[src/sgc_params.svh]
// Purpose: constants for the switch global control bank
// Assumes: apb byte addresses, 8-bit registers in the low lanes
// Notes:   timing counts derive from the 25 MHz pclk
`ifndef SGC_PARAMS_SVH
`define SGC_PARAMS_SVH

`define SGC_OFF_CTRL3        12'h0014
`define SGC_OFF_CTRL4        12'h0018
`define SGC_OFF_CTRL5        12'h001C
`define SGC_OFF_STATUS       12'h0020
`define SGC_CTRL3_RESET      8'h00
`define SGC_CTRL3_WMASK      8'hC9
`define SGC_CTRL4_RESET      8'h20
`define SGC_CTRL4_WMASK      8'h7F
`define SGC_CTRL5_RESET      8'h63
`define SGC_B_VLAN           7
`define SGC_B_IGMP           6
`define SGC_B_WFQ            3
`define SGC_B_SNIFF          0
`define SGC_B_HALF           6
`define SGC_B_FC             5
`define SGC_B_10BT           4
`define SGC_B_NULLVID        3
`define SGC_CLK_HZ           25000000
`define SGC_PERIOD_100_MS    67
`define SGC_PERIOD_10_MS     500
`define SGC_CYC_100          ((`SGC_CLK_HZ / 1000) * `SGC_PERIOD_100_MS)
`define SGC_CYC_10           ((`SGC_CLK_HZ / 1000) * `SGC_PERIOD_10_MS)
`define SGC_BLOCK_BYTES      64
`define SGC_WFQ_W3           4'h8
`define SGC_WFQ_W2           4'h4
`define SGC_WFQ_W1           4'h2
`define SGC_WFQ_W0           4'h1

`endif

[src/sgc_pkg.sv]
// Purpose: shared types for the switch global control bank
// Assumes: nothing beyond the header
// Notes:   types only
package sgc_pkg;
  typedef logic [1:0] sgc_qid_t;
  typedef enum logic [1:0] {
    SGC_PRI_STRICT = 2'b01,
    SGC_PRI_WFQ    = 2'b10
  } sgc_sched_t;
endpackage : sgc_pkg

[src/sgc_bank.sv]
// Purpose: global vlan/qos/sniff and host mii/storm control bank
// Assumes: apb slave, zero wait states, 8-bit registers in low bits
// Notes:   fabric hooks are simple per-frame decisions, registered
//
// Decided for this implementation: the APB slave port.
`timescale 1ns/100ps
`default_nettype none
`include "sgc_params.svh"

// Functional notes
// (RULE_01) vlan enable bit turns 802.1q vlan mode on, clear turns it off
// (RULE_02) software fills the vlan table before enabling vlan mode
// (RULE_03) igmp snoop bit sends every igmp frame to the host mii port
// (RULE_04) wfq with all queues busy shares bandwidth 8:4:2:1 for q3..q0
// (RULE_05) under wfq with any queue empty, highest non-empty queue gets one extra weight unit
// (RULE_06) wfq off: per-port strict priority bits choose the scheduling
// (RULE_07) sniff select 1 mirrors only when source and destination match
// (RULE_08) sniff select 0 mirrors when source or destination matches
// (RULE_09) host mii half duplex when set, full duplex when clear
// (RULE_10) host mii flow control enable, resets to one
// (RULE_11) host mii at 10 mbps when set, 100 mbps when clear
// (RULE_12) null vid replaced by the ingress port vid when enabled
// (RULE_13) bits 2:0 hold storm limit bits 10:8, reset zero
// (RULE_14) storm period is 67 ms at 100 mbps, 500 ms at 10 mbps
// (RULE_15) software keeps reserved bits at their reset values
// (RULE_16) next register holds storm limit bits 7:0, reset 0x63
// (RULE_17) count 64-byte blocks per port, drop over limit, restart per period
// (RULE_18) reserved bits read their reset value and ignore writes
module sgc_bank #(
  parameter int NPORT   = 3,
  parameter int CYC_100 = `SGC_CYC_100,
  parameter int CYC_10  = `SGC_CYC_10
) (
  input  wire logic             pclk,
  input  wire logic             presetn,
  input  wire logic             psel,
  input  wire logic             penable,
  input  wire logic             pwrite,
  input  wire logic [11:0]      paddr,
  input  wire logic [31:0]      pwdata,
  input  wire logic [3:0]       pstrb,
  output logic [31:0]           prdata,
  output logic                  pready,
  output logic                  pslverr,
  input  wire logic             frm_valid,
  input  wire logic [1:0]       frm_src,
  input  wire logic [1:0]       frm_dst,
  input  wire logic             frm_igmp,
  input  wire logic             frm_bcast,
  input  wire logic [10:0]      frm_bytes,
  input  wire logic [11:0]      frm_vid,
  input  wire logic [11:0]      port_vid,
  input  wire logic [1:0]       sniff_port,
  input  wire logic [3:0]       q_busy,
  input  wire logic             q_strict,
  input  wire logic             q_grant_req,
  output sgc_pkg::sgc_qid_t     q_grant,
  output logic                  q_grant_vld,
  output logic                  frm_to_host,
  output logic                  frm_mirror,
  output logic                  frm_drop,
  output logic [11:0]           frm_vid_out,
  output logic                  vlan_mode,
  output logic                  host_half_duplex,
  output logic                  host_flow_ctrl,
  output logic                  host_10bt
);
  import sgc_pkg::*;

  logic [7:0]  ctrl3_q, ctrl3_d, ctrl4_q, ctrl4_d, ctrl5_q, ctrl5_d;
  logic [31:0] rdata_q, rdata_d;
  logic        err_q, err_d, rdy_q, rdy_d;
  logic        wr_en, acc, hit;
  logic [7:0]  rsel;

  // zero wait state: answer is registered in the setup cycle; a write lands
  // only at the access edge that completes the transfer
  assign acc   = psel && !penable;
  assign wr_en = psel && penable && rdy_q && pwrite && pstrb[0];
  always_comb begin
    hit  = 1'b1;
    rsel = 8'h00;
    case (paddr)
      `SGC_OFF_CTRL3:  rsel = ctrl3_q;
      `SGC_OFF_CTRL4:  rsel = ctrl4_q;
      `SGC_OFF_CTRL5:  rsel = ctrl5_q;
      `SGC_OFF_STATUS: rsel = {4'h0, q_busy};
      default:         hit  = 1'b0;
    endcase
  end

  always_comb begin
    ctrl3_d = ctrl3_q;
    ctrl4_d = ctrl4_q;
    ctrl5_d = ctrl5_q;
    rdata_d = rdata_q;
    err_d   = 1'b0;
    rdy_d   = acc;
    if (acc) begin
      err_d   = !hit;
      rdata_d = pwrite ? 32'h0000_0000 : {24'h00_0000, rsel};
    end
    if (wr_en && paddr == `SGC_OFF_CTRL3) begin
      // reserved bits keep reset value
      ctrl3_d = (pwdata[7:0] & `SGC_CTRL3_WMASK) | (`SGC_CTRL3_RESET & ~`SGC_CTRL3_WMASK);  // RULE_18
    end
    if (wr_en && paddr == `SGC_OFF_CTRL4) begin
      ctrl4_d = (pwdata[7:0] & `SGC_CTRL4_WMASK) | (`SGC_CTRL4_RESET & ~`SGC_CTRL4_WMASK);  // RULE_18
    end
    if (wr_en && paddr == `SGC_OFF_CTRL5) begin
      ctrl5_d = pwdata[7:0];  // RULE_16
    end
  end

  always_ff @(posedge pclk or negedge presetn) begin
    if (!presetn) begin
      ctrl3_q <= `SGC_CTRL3_RESET;
      ctrl4_q <= `SGC_CTRL4_RESET;  // RULE_10
      ctrl5_q <= `SGC_CTRL5_RESET;  // RULE_16
      rdata_q <= 32'h0000_0000;
      err_q   <= 1'b0;
      rdy_q   <= 1'b0;
    end else begin
      ctrl3_q <= ctrl3_d;
      ctrl4_q <= ctrl4_d;
      ctrl5_q <= ctrl5_d;
      rdata_q <= rdata_d;
      err_q   <= err_d;
      rdy_q   <= rdy_d;
    end
  end

  assign prdata  = rdata_q;
  assign pready  = rdy_q;
  assign pslverr = err_q;

  // mode outputs follow the register flops directly
  assign vlan_mode        = ctrl3_q[`SGC_B_VLAN];     // RULE_01
  assign host_half_duplex = ctrl4_q[`SGC_B_HALF];     // RULE_09
  assign host_flow_ctrl   = ctrl4_q[`SGC_B_FC];       // RULE_10
  assign host_10bt        = ctrl4_q[`SGC_B_10BT];     // RULE_11

  // storm metering, one meter per input port
  logic [10:0]      limit;
  logic [NPORT-1:0] pdrop;
  assign limit = {ctrl4_q[2:0], ctrl5_q};  // RULE_13
  for (genvar p = 0; p < NPORT; p++) begin : g_storm
    sgc_storm_port #(.CYC_100(CYC_100), .CYC_10(CYC_10)) u_meter (
      .pclk        (pclk),
      .presetn     (presetn),
      .is_10bt     (ctrl4_q[`SGC_B_10BT]),
      .limit       (limit),
      .frame_valid (frm_valid && frm_src == 2'(p)),
      .frame_reg   (frm_bcast),
      .frame_bytes (frm_bytes),
      .frame_drop  (pdrop[p]),
      .period_tick ()
    );
  end

  // per-frame decisions
  logic        host_q, host_d, mir_q, mir_d;
  logic        drop_q, drop_d;
  logic [11:0] vid_q, vid_d;
  logic        sm, dm;
  always_comb begin
    sm     = frm_src == sniff_port;
    dm     = frm_dst == sniff_port;
    host_d = frm_valid && frm_igmp && ctrl3_q[`SGC_B_IGMP];  // RULE_03
    // registered again so the pin comes straight from a flop
    drop_d = |pdrop;  // RULE_17
    if (ctrl3_q[`SGC_B_SNIFF]) begin
      mir_d = frm_valid && sm && dm;  // RULE_07
    end else begin
      mir_d = frm_valid && (sm || dm);  // RULE_08
    end
    vid_d = frm_vid;
    if (ctrl4_q[`SGC_B_NULLVID] && frm_vid == 12'h000) begin
      vid_d = port_vid;  // RULE_12
    end
  end

  // weighted fair queue credits, reloaded when all busy queues run dry
  logic [3:0] cr_q [4];
  logic [3:0] cr_d [4];
  sgc_qid_t   gnt_q, gnt_d, top;
  logic       gv_q, gv_d, any_cr;
  sgc_sched_t mode;
  always_comb begin
    mode = ctrl3_q[`SGC_B_WFQ] ? SGC_PRI_WFQ : SGC_PRI_STRICT;
    top  = q_busy[3] ? 2'd3 : q_busy[2] ? 2'd2 : q_busy[1] ? 2'd1 : 2'd0;
    for (int i = 0; i < 4; i++) begin
      cr_d[i] = cr_q[i];
    end
    gnt_d  = gnt_q;
    gv_d   = 1'b0;
    any_cr = 1'b0;
    for (int i = 0; i < 4; i++) begin
      if (q_busy[i] && cr_q[i] != 4'h0) any_cr = 1'b1;
    end
    if (q_grant_req && q_busy != 4'h0) begin
      gv_d = 1'b1;
      case (mode)
        SGC_PRI_WFQ: begin
          if (!any_cr) begin
            cr_d[3] = `SGC_WFQ_W3;  // RULE_04
            cr_d[2] = `SGC_WFQ_W2;
            cr_d[1] = `SGC_WFQ_W1;
            cr_d[0] = `SGC_WFQ_W0;
            // an empty queue donates one unit to the top busy queue
            if (q_busy != 4'hF) cr_d[top] = cr_d[top] + 4'h1;  // RULE_05
            for (int i = 0; i < 4; i++) begin
              if (!q_busy[i]) cr_d[i] = 4'h0;
            end
            gnt_d = top;
            cr_d[top] = cr_d[top] - 4'h1;
          end else begin
            gnt_d = top;
            for (int i = 0; i < 4; i++) begin
              if (q_busy[i] && cr_q[i] != 4'h0) gnt_d = 2'(i);
            end
            cr_d[gnt_d] = cr_q[gnt_d] - 4'h1;
          end
        end
        SGC_PRI_STRICT: begin
          // per-port strict bit picks strict priority, else round robin
          if (q_strict) begin
            gnt_d = top;  // RULE_06
          end else begin
            gnt_d = gnt_q - 2'd1;
            for (int i = 3; i >= 0; i--) begin
              if (q_busy[2'(gnt_q - 2'(i) - 2'd1)]) gnt_d = 2'(gnt_q - 2'(i) - 2'd1);  // RULE_06
            end
          end
        end
        default: gnt_d = top;
      endcase
    end
  end

  always_ff @(posedge pclk or negedge presetn) begin
    if (!presetn) begin
      host_q <= 1'b0;
      drop_q <= 1'b0;
      mir_q  <= 1'b0;
      vid_q  <= 12'h000;
      gnt_q  <= 2'd0;
      gv_q   <= 1'b0;
      for (int i = 0; i < 4; i++) cr_q[i] <= 4'h0;
    end else begin
      host_q <= host_d;
      drop_q <= drop_d;
      mir_q  <= mir_d;
      vid_q  <= vid_d;
      gnt_q  <= gnt_d;
      gv_q   <= gv_d;
      for (int i = 0; i < 4; i++) cr_q[i] <= cr_d[i];
    end
  end

  assign frm_to_host = host_q;
  assign frm_mirror  = mir_q;
  assign frm_vid_out = vid_q;
  assign frm_drop    = drop_q;  // RULE_17
  assign q_grant     = gnt_q;
  assign q_grant_vld = gv_q;
endmodule : sgc_bank
`default_nettype wire

[src/sgc_storm_port.sv]
// Purpose: per-port broadcast storm meter
// Assumes: frame_bytes carries the frame size while frame_valid pulses
// Notes:   one instance per input port
`timescale 1ns/100ps
`default_nettype none
`include "sgc_params.svh"
module sgc_storm_port #(
  parameter int CYC_100 = `SGC_CYC_100,
  parameter int CYC_10  = `SGC_CYC_10
) (
  input  wire logic        pclk,
  input  wire logic        presetn,
  input  wire logic        is_10bt,
  input  wire logic [10:0] limit,
  input  wire logic        frame_valid,
  input  wire logic        frame_reg,
  input  wire logic [10:0] frame_bytes,
  output logic             frame_drop,
  output logic             period_tick
);
  import sgc_pkg::*;
  logic [24:0] tmr_q, tmr_d;
  logic [11:0] cnt_q, cnt_d;
  logic        drop_q, drop_d;
  logic        tick_q, tick_d;
  logic [5:0]  blocks;

  // a partial block counts as a whole one
  assign blocks = 6'(({1'b0, frame_bytes} + 12'd63) >> 6);

  always_comb begin
    tmr_d  = tmr_q + 25'd1;
    tick_d = 1'b0;
    cnt_d  = cnt_q;
    drop_d = 1'b0;
    if (tmr_q >= 25'(is_10bt ? CYC_10 - 1 : CYC_100 - 1)) begin  // RULE_14
      tmr_d  = '0;
      tick_d = 1'b1;
      cnt_d  = '0;  // RULE_17
      // a frame on the boundary opens the new period instead of being lost
      if (frame_valid && frame_reg) begin
        if (limit == 11'd0) begin
          drop_d = 1'b1;  // RULE_17
        end else begin
          cnt_d = {6'd0, blocks};  // RULE_13
        end
      end
    end else if (frame_valid && frame_reg) begin
      if (cnt_q >= {1'b0, limit}) begin
        drop_d = 1'b1;  // RULE_17
      end else begin
        cnt_d = cnt_q + {6'd0, blocks};  // RULE_13
      end
    end
  end

  always_ff @(posedge pclk or negedge presetn) begin
    if (!presetn) begin
      tmr_q  <= '0;
      cnt_q  <= '0;
      drop_q <= 1'b0;
      tick_q <= 1'b0;
    end else begin
      tmr_q  <= tmr_d;
      cnt_q  <= cnt_d;
      drop_q <= drop_d;
      tick_q <= tick_d;
    end
  end

  assign frame_drop  = drop_q;
  assign period_tick = tick_q;
endmodule : sgc_storm_port
`default_nettype wire
[config.mk]
export PLATFORM = sky130hd
export DESIGN_NAME = sgc_bank
export DESIGN_NICKNAME = d
export VERILOG_FILES = /design/src/sgc_pkg.sv /design/src/sgc_bank.sv /design/src/sgc_storm_port.sv
export VERILOG_INCLUDE_DIRS = /design/src
export SDC_FILE = /design/constraint.sdc
export NUM_CORES = 1
export LEC_CHECK = 0
export BUFFER_PORTS_ARGS = -buffer_cell sky130_fd_sc_hd__buf_2
export CORE_MARGIN = 4
export CORE_UTILIZATION = 44
export CTS_CLUSTER_SIZE = 14
export DETAILED_ROUTE_END_ITERATION = 8
export PLACE_DENSITY_LB_ADDON = 0.05
export SYNTH_ARGS = -nofsm -noshare
export SYNTH_HDL_FRONTEND = slang
export SYNTH_HIERARCHICAL = 1
export SYNTH_SLANG_ARGS = --single-unit
[constraint.sdc]
create_clock -name pclk -period 4.7 [get_ports pclk]
set_clock_uncertainty 0.1 [all_clocks]
set_input_delay 0.235 -clock pclk [delete_from_list [all_inputs] [get_ports pclk]]
set_output_delay 0.235 -clock pclk [all_outputs]
set_load 0.02 [all_outputs]
==> reports/qor.csv, run 1 <==
stage,metric,value,unit
run_status,outcome,finished clean,
grt,grt_max_degree,117,
die,chipHeight,172.8,µm
clock_network,cts_max_path_buffers,2,
sta,slew-limit-headroom,21.36,%
die,dieArea,29860,µm²
min_path,hp-class,in2reg,
detailed_routing,dr_wl_met3,792,µm
sta,final_hold_viol_count,0,
clock_network,cts_resized,0,
setup_path,arrival,3760,ps
logic_synthesis,netlist_area,11950,µm²
setup_path,critical_path.cell_chain,"inv_1, ha_1, and3_1, a221oi_2, o31a_1, o41ai_1, a21o_1, buf_4, mux2i_1",
clock_network,clk_latency,440,ps
setup_path,rrSetupSlack,1190,ps
job,drv_cap,0,
detailed_routing,antenna_left,0,
final_layout,fillers,2576,
sta,finalSetupTns,0,ps
placed_design,port_buffers,107,
clock_network,htreeDepth,4,
sta,rsz0062_at_grt,false,
clock_network,cts_tree,built,
die,core_area,26800,µm²
detailed_routing,drt-initial-drc-count,424,
final_layout,num_antenna_cells,0,
power,pwr-share-clk,38.8,%
placed_design,gp_congestion,0.8187,
die,die_w,172.8,µm
detailed_routing,wl_met2,13.59,mm
setup_path,cpPeakStageDelay,760,ps
sta,hold_slack,41.20,ps
grt,grt_pass1_wl,47.98,mm
min_path,min_to,prdata[7]$_DFFE_PN0P_,
grt,grt-ovfl-total,0,
power,p_sw_share,29.92,%
detailed_routing,met1_length,13.76,mm
die,rows,60,
setup_path,cp_top_family,compound AO/OA/AOI/OAI gates,
power,p_seq_share,43.6,%
min_path,hold_start,paddr[10],
setup_path,r2r_start,ctrl4_q[4]$_DFFE_PN0P_,
detailed_routing,drt-vias-per-instance,5.503,
final_layout,syn2layout_area_growth,14.64,%
sta,max_freq,284.9,MHz
sta,tightest_slew,1169,ps
setup_path,cp_slowest_cell,dfrtp_1,
logic_synthesis,synth_cells,1259,
final_layout,drive_gt1_share,15.32,%
final_layout,nNetsFinal,1595,
sta,slew_violations,0,
clock_network,clock_tree.root_cell,clkbuf_16,
clock_network,numCtsBuffers,17,
sta,finalCritPeriodShare,74.69,%
setup_path,cp.required,4950,ps
logic_synthesis,syn_avg_cell_area,9.493,µm²
detailed_routing,top_layer_used,met4,
detailed_routing,num_vias,9635,
power,internal-power,2.622,mW
power,combPwrFrac,17.7,%
setup_path,crit_path_max_fanout,20,
sta,setup_viol,0,
setup_path,cp_num_buf_inv,2,
sta,finalCriticalPeriod,3510,ps
setup_path,path_class,reg2reg,
placed_design,hpwl,20.48,mm
power,switchingPower,1.119,mW
detailed_routing,routed_wl,28.46,mm
min_path,min_path_cells,4,
placed_design,dpl_worst_slack,1087,ps
grt,antenna_found_initial,0,
grt,grt_pass1_vias,9525,
setup_path,critPathCaptureType,flip-flop,
detailed_routing,dr.pass1.iters,5,
setup_path,crit_path_start_kind,flip-flop,
power,power_density,273.1,nW/µm²
sta,worst_slack,1190,ps
grt,grt_util_all_layers,19.06,%
die,ios,159,
detailed_routing,drcViolationCount,0,
power,p_leak,6.329,nW
detailed_routing,wl_per_cell,16.25,µm
clock_network,clkSlewWorstSetupHoldPaths,80,ps
setup_path,reg2reg_depth,9,
power,ir_drop,0.0002333,V
setup_path,r2r-end,g_storm[0].u_meter/cnt_q[0]$_DFFE_PN0P_,
logic_synthesis,yosys_warnings,6,
die,initial_utilization,44.59,%
clock_network,cts.sinks,177,
final_layout,post-route-util,51.12,%
cell type report:
type | count | area, µm² | share of cell area (%)
sequential | 177 | 4436 | 32.37
multi-input combinational | 983 | 7017 | 51.21
clock buffer | 17 | 425.4 | 3.105
tap | 341 | 426.7 | 3.114
inverter | 64 | 240.2 | 1.753
timing repair buffer | 154 | 989.7 | 7.224
clock inverter | 15 | 166.4 | 1.215
how the worst max path moves through the flow:
| stage | start | to | slack, ps | cells past startpoint |
|---|---|---|---|---|
| after floorplan | frm_bytes[5] | g_storm[1].u_meter/cnt_q[9]$_DFFE_PN0P_ | 1800 | 9 |
| after global placement | cr_q[4]$_DFFE_PN0P_ | cr_q[5]$_DFFE_PN0P_ | 1190 | 8 |
| after detailed placement | ctrl4_q[4]$_DFFE_PN0P_ | g_storm[0].u_meter/cnt_q[5]$_DFFE_PN0P_ | 1090 | 9 |
| after CTS | ctrl4_q[4]$_DFFE_PN0P_ | g_storm[0].u_meter/cnt_q[0]$_DFFE_PN0P_ | 1080 | 9 |
| after global routing | ctrl4_q[4]$_DFFE_PN0P_ | g_storm[0].u_meter/cnt_q[2]$_DFFE_PN0P_ | 900 | 9 |
| final | ctrl4_q[4]$_DFFE_PN0P_ | g_storm[0].u_meter/cnt_q[0]$_DFFE_PN0P_ | 1190 | 9 |
registers in the layout, indices dropped and copies added (netlist names), 4 cells and up, named ones only:
register / count
g_storm.u_meter/tmr_q: 75
g_storm.u_meter/cnt_q: 36
cr_q: 16
frm_vid_out: 12
ctrl5_q: 8
prdata: 8
ctrl4_q: 7
ctrl3_q: 4
worst min-delay path, stage by stage:
cell	delay [ps]
buf_2	70
nor4_1	50
nand4_1	100
o41ai_1	80
layer usage:
layer  track usage, %  vias to the layer above
met4            4.589                        0
met2            31.93                      138
met1            26.21                     4658
met5                0                        -
li1                 -                     4818
met3            2.820                       21
what timing repair did:
item | CTS | global route
hold buffers | 37 | 0
buffers inserted | 0 | 0
hold endpoints to repair | 144 | 0
power groups by stage:
stage	Combinational (mW)	Clock [mW]	Sequential, mW
floorplan	0.476	0	1.65
global placement	0.628	0	1.66
detailed placement	0.636	0	1.66
CTS	0.661	1.50	1.63
global route	0.740	1.56	1.64
finish	0.661	1.45	1.63
metrics by stage:
step	std cells	area, µm²	total power [mW]
4_1_cts	1751	13700	3.796
3_3_place_gp	1682	12740	2.289
2_1_floorplan	1282	12040	2.126
6_report	1751	13700	3.741
5_1_grt	1751	13700	3.940
3_5_place_dp	1682	12740	2.298
layout by cell type (no fill, tap or decap), types with 15 or more instances in the layout:
cell type      instances
a211oi_1              15
a21o_1                31
a21oi_1               49
and3_1                18
buf_2                106
clkbuf_16             17
conb_1                24
dfrtp_1              172
dlygate4sd3_1         37
ha_1                  92
inv_1                 64
mux2_2                23
mux2i_1               43
nand2_1               77
nand3_1               54
nand4_1               22
nor2_1               145
nor3_1                32
nor4_1                21
o21ai_0               46
xnor2_1               50
xor2_1                46
No activity file was read; power rests on OpenSTA's default activity.
==> run 2: changes to the inputs <==
--- a/config.mk
+++ b/config.mk
@@ -6,6 +6,7 @@
 export SDC_FILE = /design/constraint.sdc
 export NUM_CORES = 1
 export LEC_CHECK = 0
+export ABC_AREA = 1
 export BUFFER_PORTS_ARGS = -buffer_cell sky130_fd_sc_hd__buf_2
 export CORE_MARGIN = 4
 export CORE_UTILIZATION = 44
==> constraint.sdc (replaced) <==
create_clock -name pclk -period 3.5 [get_ports pclk]
set_clock_uncertainty 0.1 [all_clocks]
set_input_delay 0.175 -clock pclk [delete_from_list [all_inputs] [get_ports pclk]]
set_output_delay 0.175 -clock pclk [all_outputs]
set_load 0.02 [all_outputs]
==> run 2 against run 1 <==
Routed wire length increased by 26%; maximum frequency increased by 14%; synthesized cell count increased by 60%; largest cell class unchanged.
==> reports/qor.csv, run 2 <==
stage,metric,value,unit,change
die,ios,159,,unchanged
sta,tightest_slew,734.2,ps,was 1169 ps
placed_design,gp_congestion,0.9010,,was 0.8187
grt,antenna_found_initial,0,,unchanged
die,chipHeight,185.7,µm,was 172.8 µm
final_layout,largest_register_ff_count,75,,unchanged
final_layout,seq_area,4436,µm²,unchanged
final_layout,drive_gt1_share,12.30,%,was 15.32%
setup_path,rrSetupSlack,430,ps,was 1190 ps
final_layout,reg_top3,"g_storm.u_meter/tmr_q: 75 flops, g_storm.u_meter/cnt_q: 36 flops, cr_q: 16 flops",,unchanged
clock_network,cts_max_path_buffers,2,,unchanged
sta,setup_viol,0,,unchanged
sta,slew-limit-headroom,51.06,%,was 21.36%
power,p_total,6.673,mW,was 3.741 mW
sta,slew_violations,0,,unchanged
placed_design,port_buffers,107,,unchanged
logic_synthesis,syn_avg_cell_area,6.919,µm²,was 9.493 µm²
sta,max_freq,325.4,MHz,was 284.9 MHz
setup_path,reg2reg_depth,12,,was 9
detailed_routing,drcViolationCount,0,,unchanged
final_layout,final_cell_mix,"535 x nand2_1, 274 x nor2_1, 258 x inv_1, 172 x dfrtp_1, 127 x nand3_1",,"was 172 x dfrtp_1, 145 x nor2_1, 106 x buf_2, 92 x ha_1, 77 x nand2_1"
sta,finalSetupTns,0,ps,unchanged
clock_network,htreeDepth,4,,unchanged
die,dieArea,34500,µm²,was 29860 µm²
final_layout,post-route-util,50.80,%,was 51.12%
detailed_routing,routed_wl,35.94,mm,was 28.46 mm
grt,grt_pass1_wl,61.24,mm,was 47.98 mm
logic_synthesis,yosys_warnings,6,,unchanged
final_layout,num_antenna_cells,0,,unchanged
setup_path,arrival,3360,ps,was 3760 ps
setup_path,crit_path_max_fanout,11,,was 20
detailed_routing,antenna_left,0,,unchanged
logic_synthesis,synth_cells,2009,,was 1259
detailed_routing,drt-initial-drc-count,663,,was 424
min_path,hp-class,in2reg,,unchanged
sta,final_hold_viol_count,0,,unchanged
die,initial_utilization,44.97,%,was 44.59%
sta,rsz0062_at_grt,false,,unchanged
sta,finalCritPeriodShare,87.80,%,was 74.69%
final_layout,top_register,g_storm.u_meter/tmr_q,,unchanged
final_layout,multiInputGateArea,8133,µm²,was 7017 µm²
clock_network,clock_tree.root_cell,clkbuf_16,,unchanged
die,die_w,185.7,µm,was 172.8 µm
grt,grt_pass1_vias,12360,,was 9525
detailed_routing,dr.pass1.iters,6,,was 5
job,drv_cap,0,,unchanged
clock_network,numCtsBuffers,17,,unchanged
final_layout,fillers,3135,,was 2576
clock_network,cts_tree,built,,unchanged
placed_design,hpwl,27.33,mm,was 20.48 mm
grt,grt-ovfl-total,0,,unchanged
run_status,outcome,finished clean,,unchanged
sta,worst_slack,426.8,ps,was 1190 ps
clock_network,clkSlewWorstSetupHoldPaths,70,ps,was 80 ps
clock_network,cts.sinks,177,,unchanged
die,rows,64,,was 60
final_layout,syn2layout_area_growth,12.95,%,was 14.64%
detailed_routing,wl_per_cell,14.01,µm,was 16.25 µm
logic_synthesis,netlist_area,13900,µm²,was 11950 µm²
power,ir_drop,0.0004052,V,was 0.0002333 V
setup_path,r2r_start,ctrl4_q[4]$_DFFE_PN0P_,,unchanged
detailed_routing,num_vias,12930,,was 9635
clock_network,clk_latency,440,ps,about the same
die,core_area,30910,µm²,was 26800 µm²
grt,grt_max_degree,78,,was 117
min_path,min_path_cells,4,,unchanged
final_layout,layout.cells.most_common,nand2_1,,was dfrtp_1
grt,grt_util_all_layers,21.59,%,was 19.06%
setup_path,crit_path_start_kind,flip-flop,,unchanged
detailed_routing,drt-vias-per-instance,5.041,,was 5.503
setup_path,cp.required,3790,ps,was 4950 ps
clock_network,cts_resized,0,,unchanged
final_layout,nNetsFinal,2355,,was 1595
sta,hold_slack,37.18,ps,was 41.20 ps
placed_design,dpl_worst_slack,373.0,ps,was 1087 ps
setup_path,critPathCaptureType,flip-flop,,unchanged
setup_path,r2r-end,g_storm[0].u_meter/cnt_q[7]$_DFFE_PN0P_,,was g_storm[0].u_meter/cnt_q[0]$_DFFE_PN0P_
min_path,hold_start,q_strict,,was paddr[10]
setup_path,path_class,reg2reg,,unchanged
sta,finalCriticalPeriod,3073,ps,was 3510 ps
power,p_leak,8.028,nW,was 6.329 nW
power,power_density,425.0,nW/µm²,was 273.1 nW/µm²
[run 2: critical path: stages (launching register included)]
cell and delay (ps):
dfrtp_1 820, inv_1 340, ha_1 410, a21oi_1 200, or2_2 140, nand2_1 40
nand2_1 50, nand3_1 110, nor2_4 350, nand2_4 150, inv_2 160, nand2_1 70
nand2_1 60
[run 2: where the power goes]
| group | switching, mW | total [mW] | internal, mW |
|---|---|---|---|
| Sequential | 0.271 | 2.53 | 2.25 |
| Combinational | 1.29 | 2.20 | 0.912 |
| Clock | 0.831 | 1.94 | 1.11 |
| Total | 2.40 | 6.67 | 4.28 |
[run 2: per-stage QoR]
| step | cell area, µm² | std cells |
|---|---|---|
| 2_1_floorplan | 13990 | 2032 |
| 3_3_place_gp | 14720 | 2495 |
| 3_5_place_dp | 14720 | 2495 |
| 4_1_cts | 15700 | 2566 |
| 5_1_grt | 15700 | 2566 |
| 6_report | 15700 | 2566 |
[run 2: timing repair]
action	in CTS	in global routing
hold buffers	39	0
endpoints found under the hold margin	110	0
setup buffers	0	0
[run 2: worst max-delay path by stage]
stage	from	endpoint	slack, ps	cells after the start
after global routing	ctrl4_q[4]$_DFFE_PN0P_	g_storm[0].u_meter/cnt_q[0]$_DFFE_PN0P_	150	12
after floorplan	ctrl4_q[4]$_DFFE_PN0P_	g_storm[2].u_meter/cnt_q[3]$_DFFE_PN0P_	910	14
after global placement	ctrl4_q[4]$_DFFE_PN0P_	g_storm[0].u_meter/cnt_q[7]$_DFFE_PN0P_	410	12
after detailed placement	ctrl4_q[4]$_DFFE_PN0P_	g_storm[0].u_meter/cnt_q[7]$_DFFE_PN0P_	370	12
final	ctrl4_q[4]$_DFFE_PN0P_	g_storm[0].u_meter/cnt_q[7]$_DFFE_PN0P_	430	12
after CTS	ctrl4_q[4]$_DFFE_PN0P_	g_storm[0].u_meter/cnt_q[7]$_DFFE_PN0P_	360	12
[run 2: cell type report]
type	instances	area share, %
clock buffers	24	3.068
clock inverters	8	0.6694
inverters	283	6.773
multi-input cells	1525	51.80
flip-flops and latches	177	28.25
well taps	396	3.156
repair buffers	153	6.287
[run 2: metal layers]
| metal | part of all wire (%) | up-vias | global-route usage (%) | routed length [µm] |
|---|---|---|---|---|
| met2 | 47 | 245 | 35.63 | 16930 |
| met5 | 0 | - | 0 | 0 |
| li1 | - | 6715 | - | - |
| met4 | 1.1 | 0 | 4.110 | 411 |
| met3 | 3.9 | 29 | 3.791 | 1406 |
| met1 | 48 | 5945 | 30.10 | 17190 |
==> run 3: changes to the inputs <==
--- a/config.mk
+++ b/config.mk
@@ -13,6 +13,7 @@
 export CTS_CLUSTER_SIZE = 14
 export DETAILED_ROUTE_END_ITERATION = 8
 export PLACE_DENSITY_LB_ADDON = 0.05
+export SETUP_SLACK_MARGIN = 0.5
 export SYNTH_ARGS = -nofsm -noshare
 export SYNTH_HDL_FRONTEND = slang
 export SYNTH_HIERARCHICAL = 1
==> run 3 against run 2 <==
Die area is the same; combinational power about the same; critical path type unchanged; final area rose by 0.12%; largest power group unchanged.
==> reports/qor.csv, run 3 (synthesis results as in run 2) <==
stage,metric,value,unit,change
run_status,outcome,finished clean,,unchanged
placed_design,hpwl,27.33,mm,unchanged
final_layout,final_cell_mix,"535 x nand2_1, 274 x nor2_1, 258 x inv_1, 171 x dfrtp_1, 127 x nand3_1",,"was 535 x nand2_1, 274 x nor2_1, 258 x inv_1, 172 x dfrtp_1, 127 x nand3_1"
die,initial_utilization,44.97,%,unchanged
setup_path,critPathCaptureType,flip-flop,,unchanged
final_layout,stdcell_area,15720,µm²,was 15700 µm²
detailed_routing,wl_per_cell,14.00,µm,was 14.01 µm
final_layout,post-route-util,50.86,%,was 50.80%
final_layout,num_antenna_cells,0,,unchanged
placed_design,dp.cells,2495,,unchanged
clock_network,cts_tree,built,,unchanged
sta,slew_violations,0,,unchanged
detailed_routing,drcViolationCount,0,,unchanged
setup_path,rrSetupSlack,790,ps,was 430 ps
die,rows,64,,unchanged
grt,grt_pass1_wl,61.24,mm,unchanged
setup_path,cp_top_family,simple AND/OR/NAND/NOR gates,,unchanged
die,die_w,185.7,µm,unchanged
sta,slew-limit-headroom,51.08,%,was 51.06%
setup_path,path_class,reg2reg,,unchanged
clock_network,clock_tree.root_cell,clkbuf_16,,unchanged
sta,rsz0062_at_grt,false,,unchanged
detailed_routing,drt-vias-per-instance,5.025,,was 5.041
detailed_routing,routed_wl,35.95,mm,was 35.94 mm
final_layout,nNetsFinal,2357,,was 2355
placed_design,port_buffers,107,,unchanged
clock_network,clkSlewWorstSetupHoldPaths,70,ps,about the same
setup_path,critical_path.cell_chain,"buf_4, ha_1, nand2_1, nand2_1, a21oi_1, nand2_1, nand2_2, nand4_4, buf_4, nor3_2",,"was inv_1, ha_1, a21oi_1, or2_2, nand2_1, nand2_1, nand3_1, nor2_4, nand2_4, inv_2, nand2_1, nand2_1"
die,chipHeight,185.7,µm,unchanged
clock_network,cts.sinks,177,,unchanged
sta,finalCritPeriodShare,77.46,%,was 87.80%
setup_path,cpPeakStageDelay,600,ps,was 820 ps
final_layout,largest_register_ff_count,75,,unchanged
min_path,hold_start,q_strict,,unchanged
clock_network,clk_latency,440,ps,about the same
sta,setup_viol,0,,unchanged
power,ir_drop,0.0004054,V,was 0.0004052 V
grt,grt_util_all_layers,21.59,%,unchanged
sta,final_hold_viol_count,0,,unchanged
power,p_total,6.672,mW,was 6.673 mW
clock_network,numCtsBuffers,17,,unchanged
setup_path,crit_top_cell,nand2_1,,unchanged
clock_network,htreeDepth,4,,unchanged
final_layout,reg_top3,"g_storm.u_meter/tmr_q: 75 flops, g_storm.u_meter/cnt_q: 36 flops, cr_q: 16 flops",,unchanged
sta,finalCriticalPeriod,2711,ps,was 3073 ps
die,dieArea,34500,µm²,unchanged
die,ios,159,,unchanged
die,core_area,30910,µm²,unchanged
sta,finalSetupTns,0,ps,unchanged
grt,grt_max_degree,78,,unchanged
sta,tightest_slew,733.7,ps,was 734.2 ps
setup_path,r2r-end,g_storm[1].u_meter/tmr_q[13]$_DFF_PN0_,,was g_storm[0].u_meter/cnt_q[7]$_DFFE_PN0P_
detailed_routing,num_vias,12910,,was 12930
grt,grt_pass1_vias,12360,,unchanged
placed_design,dpl_worst_slack,373.0,ps,unchanged
setup_path,crit_path_start_kind,flip-flop,,unchanged
final_layout,drive_gt1_share,12.43,%,was 12.30%
final_layout,final-instance-count-excl-fill,2568,,was 2566
setup_path,cp.required,3770,ps,was 3790 ps
setup_path,arrival,2980,ps,was 3360 ps
grt,antenna_found_initial,0,,unchanged
sta,worst_slack,788.9,ps,was 426.8 ps
final_layout,top_register,g_storm.u_meter/tmr_q,,unchanged
setup_path,cp_slowest_cell,dfrtp_4,,was dfrtp_1
setup_path,cp_num_buf_inv,2,,unchanged
setup_path,reg2reg_depth,10,,was 12
placed_design,dpl_cell_area,14720,µm²,unchanged
placed_design,gp_congestion,0.9010,,unchanged
setup_path,r2r_start,ctrl4_q[4]$_DFFE_PN0P_,,unchanged
detailed_routing,antenna_left,0,,unchanged
detailed_routing,dr.pass1.iters,5,,was 6
sta,hold_slack,37.17,ps,was 37.18 ps
final_layout,syn2layout_area_growth,13.09,%,was 12.95%
setup_path,crit_path_max_fanout,20,,was 11
grt,grt-ovfl-total,0,,unchanged
job,drv_cap,0,,unchanged
power,p_leak,8.034,nW,was 8.028 nW
detailed_routing,drt-initial-drc-count,707,,was 663
sta,max_freq,368.8,MHz,was 325.4 MHz
min_path,min_path_cells,4,,unchanged
power,power_density,424.4,nW/µm²,was 425.0 nW/µm²
final_layout,layout.cells.most_common,nand2_1,,unchanged
clock_network,cts_max_path_buffers,2,,unchanged
min_path,hp-class,in2reg,,unchanged
-- run 3: tightest hold or removal path, stage by stage --
cell and delay [ps]:
buf_2 100, o21ai_1 70, a21oi_1 120, o21ai_1 60
-- run 3: per-layer routing --
layer  track usage (%)  share of wire [%]  vias to the layer above  wire (µm)
met5                 0                  0                        -          0
met4             4.110                1.1                        0        399
met3             3.791                3.8                       26       1383
met2             35.63                 47                      220      16990
met1             30.10                 48                     5941      17170
li1                  -                  -                     6718          -
-- run 3: how the worst max path moves through the flow --
stage                            from                                  endpoint  cells after the start
5_1_grt        ctrl4_q[4]$_DFFE_PN0P_  g_storm[2].u_meter/cnt_q[11]$_DFFE_PN0P_                     13
3_5_place_dp   ctrl4_q[4]$_DFFE_PN0P_   g_storm[0].u_meter/cnt_q[7]$_DFFE_PN0P_                     12
4_1_cts        ctrl4_q[4]$_DFFE_PN0P_   g_storm[0].u_meter/cnt_q[7]$_DFFE_PN0P_                     12
3_3_place_gp   ctrl4_q[4]$_DFFE_PN0P_   g_storm[0].u_meter/cnt_q[7]$_DFFE_PN0P_                     12
6_report       ctrl4_q[4]$_DFFE_PN0P_    g_storm[1].u_meter/tmr_q[13]$_DFF_PN0_                     10
2_1_floorplan  ctrl4_q[4]$_DFFE_PN0P_   g_storm[2].u_meter/cnt_q[3]$_DFFE_PN0P_                     14
-- run 3: what timing repair did --
| item | in CTS | in global routing |
|---|---|---|
| cloned | 0 | 0 |
| gates resized for setup | 1 | 1 |
| endpoints found under the setup margin | 61 | 8 |
| setup buffers | 0 | 2 |
| endpoints found under the hold margin | 110 | 0 |
| pin swaps | 0 | 1 |
| hold buffers | 39 | 0 |
-- run 3: cell type report --
| type | count | area (µm²) |
|---|---|---|
| well taps | 396 | 495.5 |
| clock inverters | 8 | 105.1 |
| flip-flops and latches | 177 | 4439 |
| multi-input cells | 1525 | 8133 |
| fillers | 3134 | 15190 |
| clock buffers | 24 | 481.7 |
| inverters | 283 | 1064 |
| repair buffers | 155 | 1002 |
-- run 3: where the power goes --
group	total, mW	internal [mW]	switching (mW)
Clock	1.94	1.11	0.831
Combinational	2.20	0.912	1.29
Sequential	2.53	2.25	0.271
Total	6.67	4.28	2.39
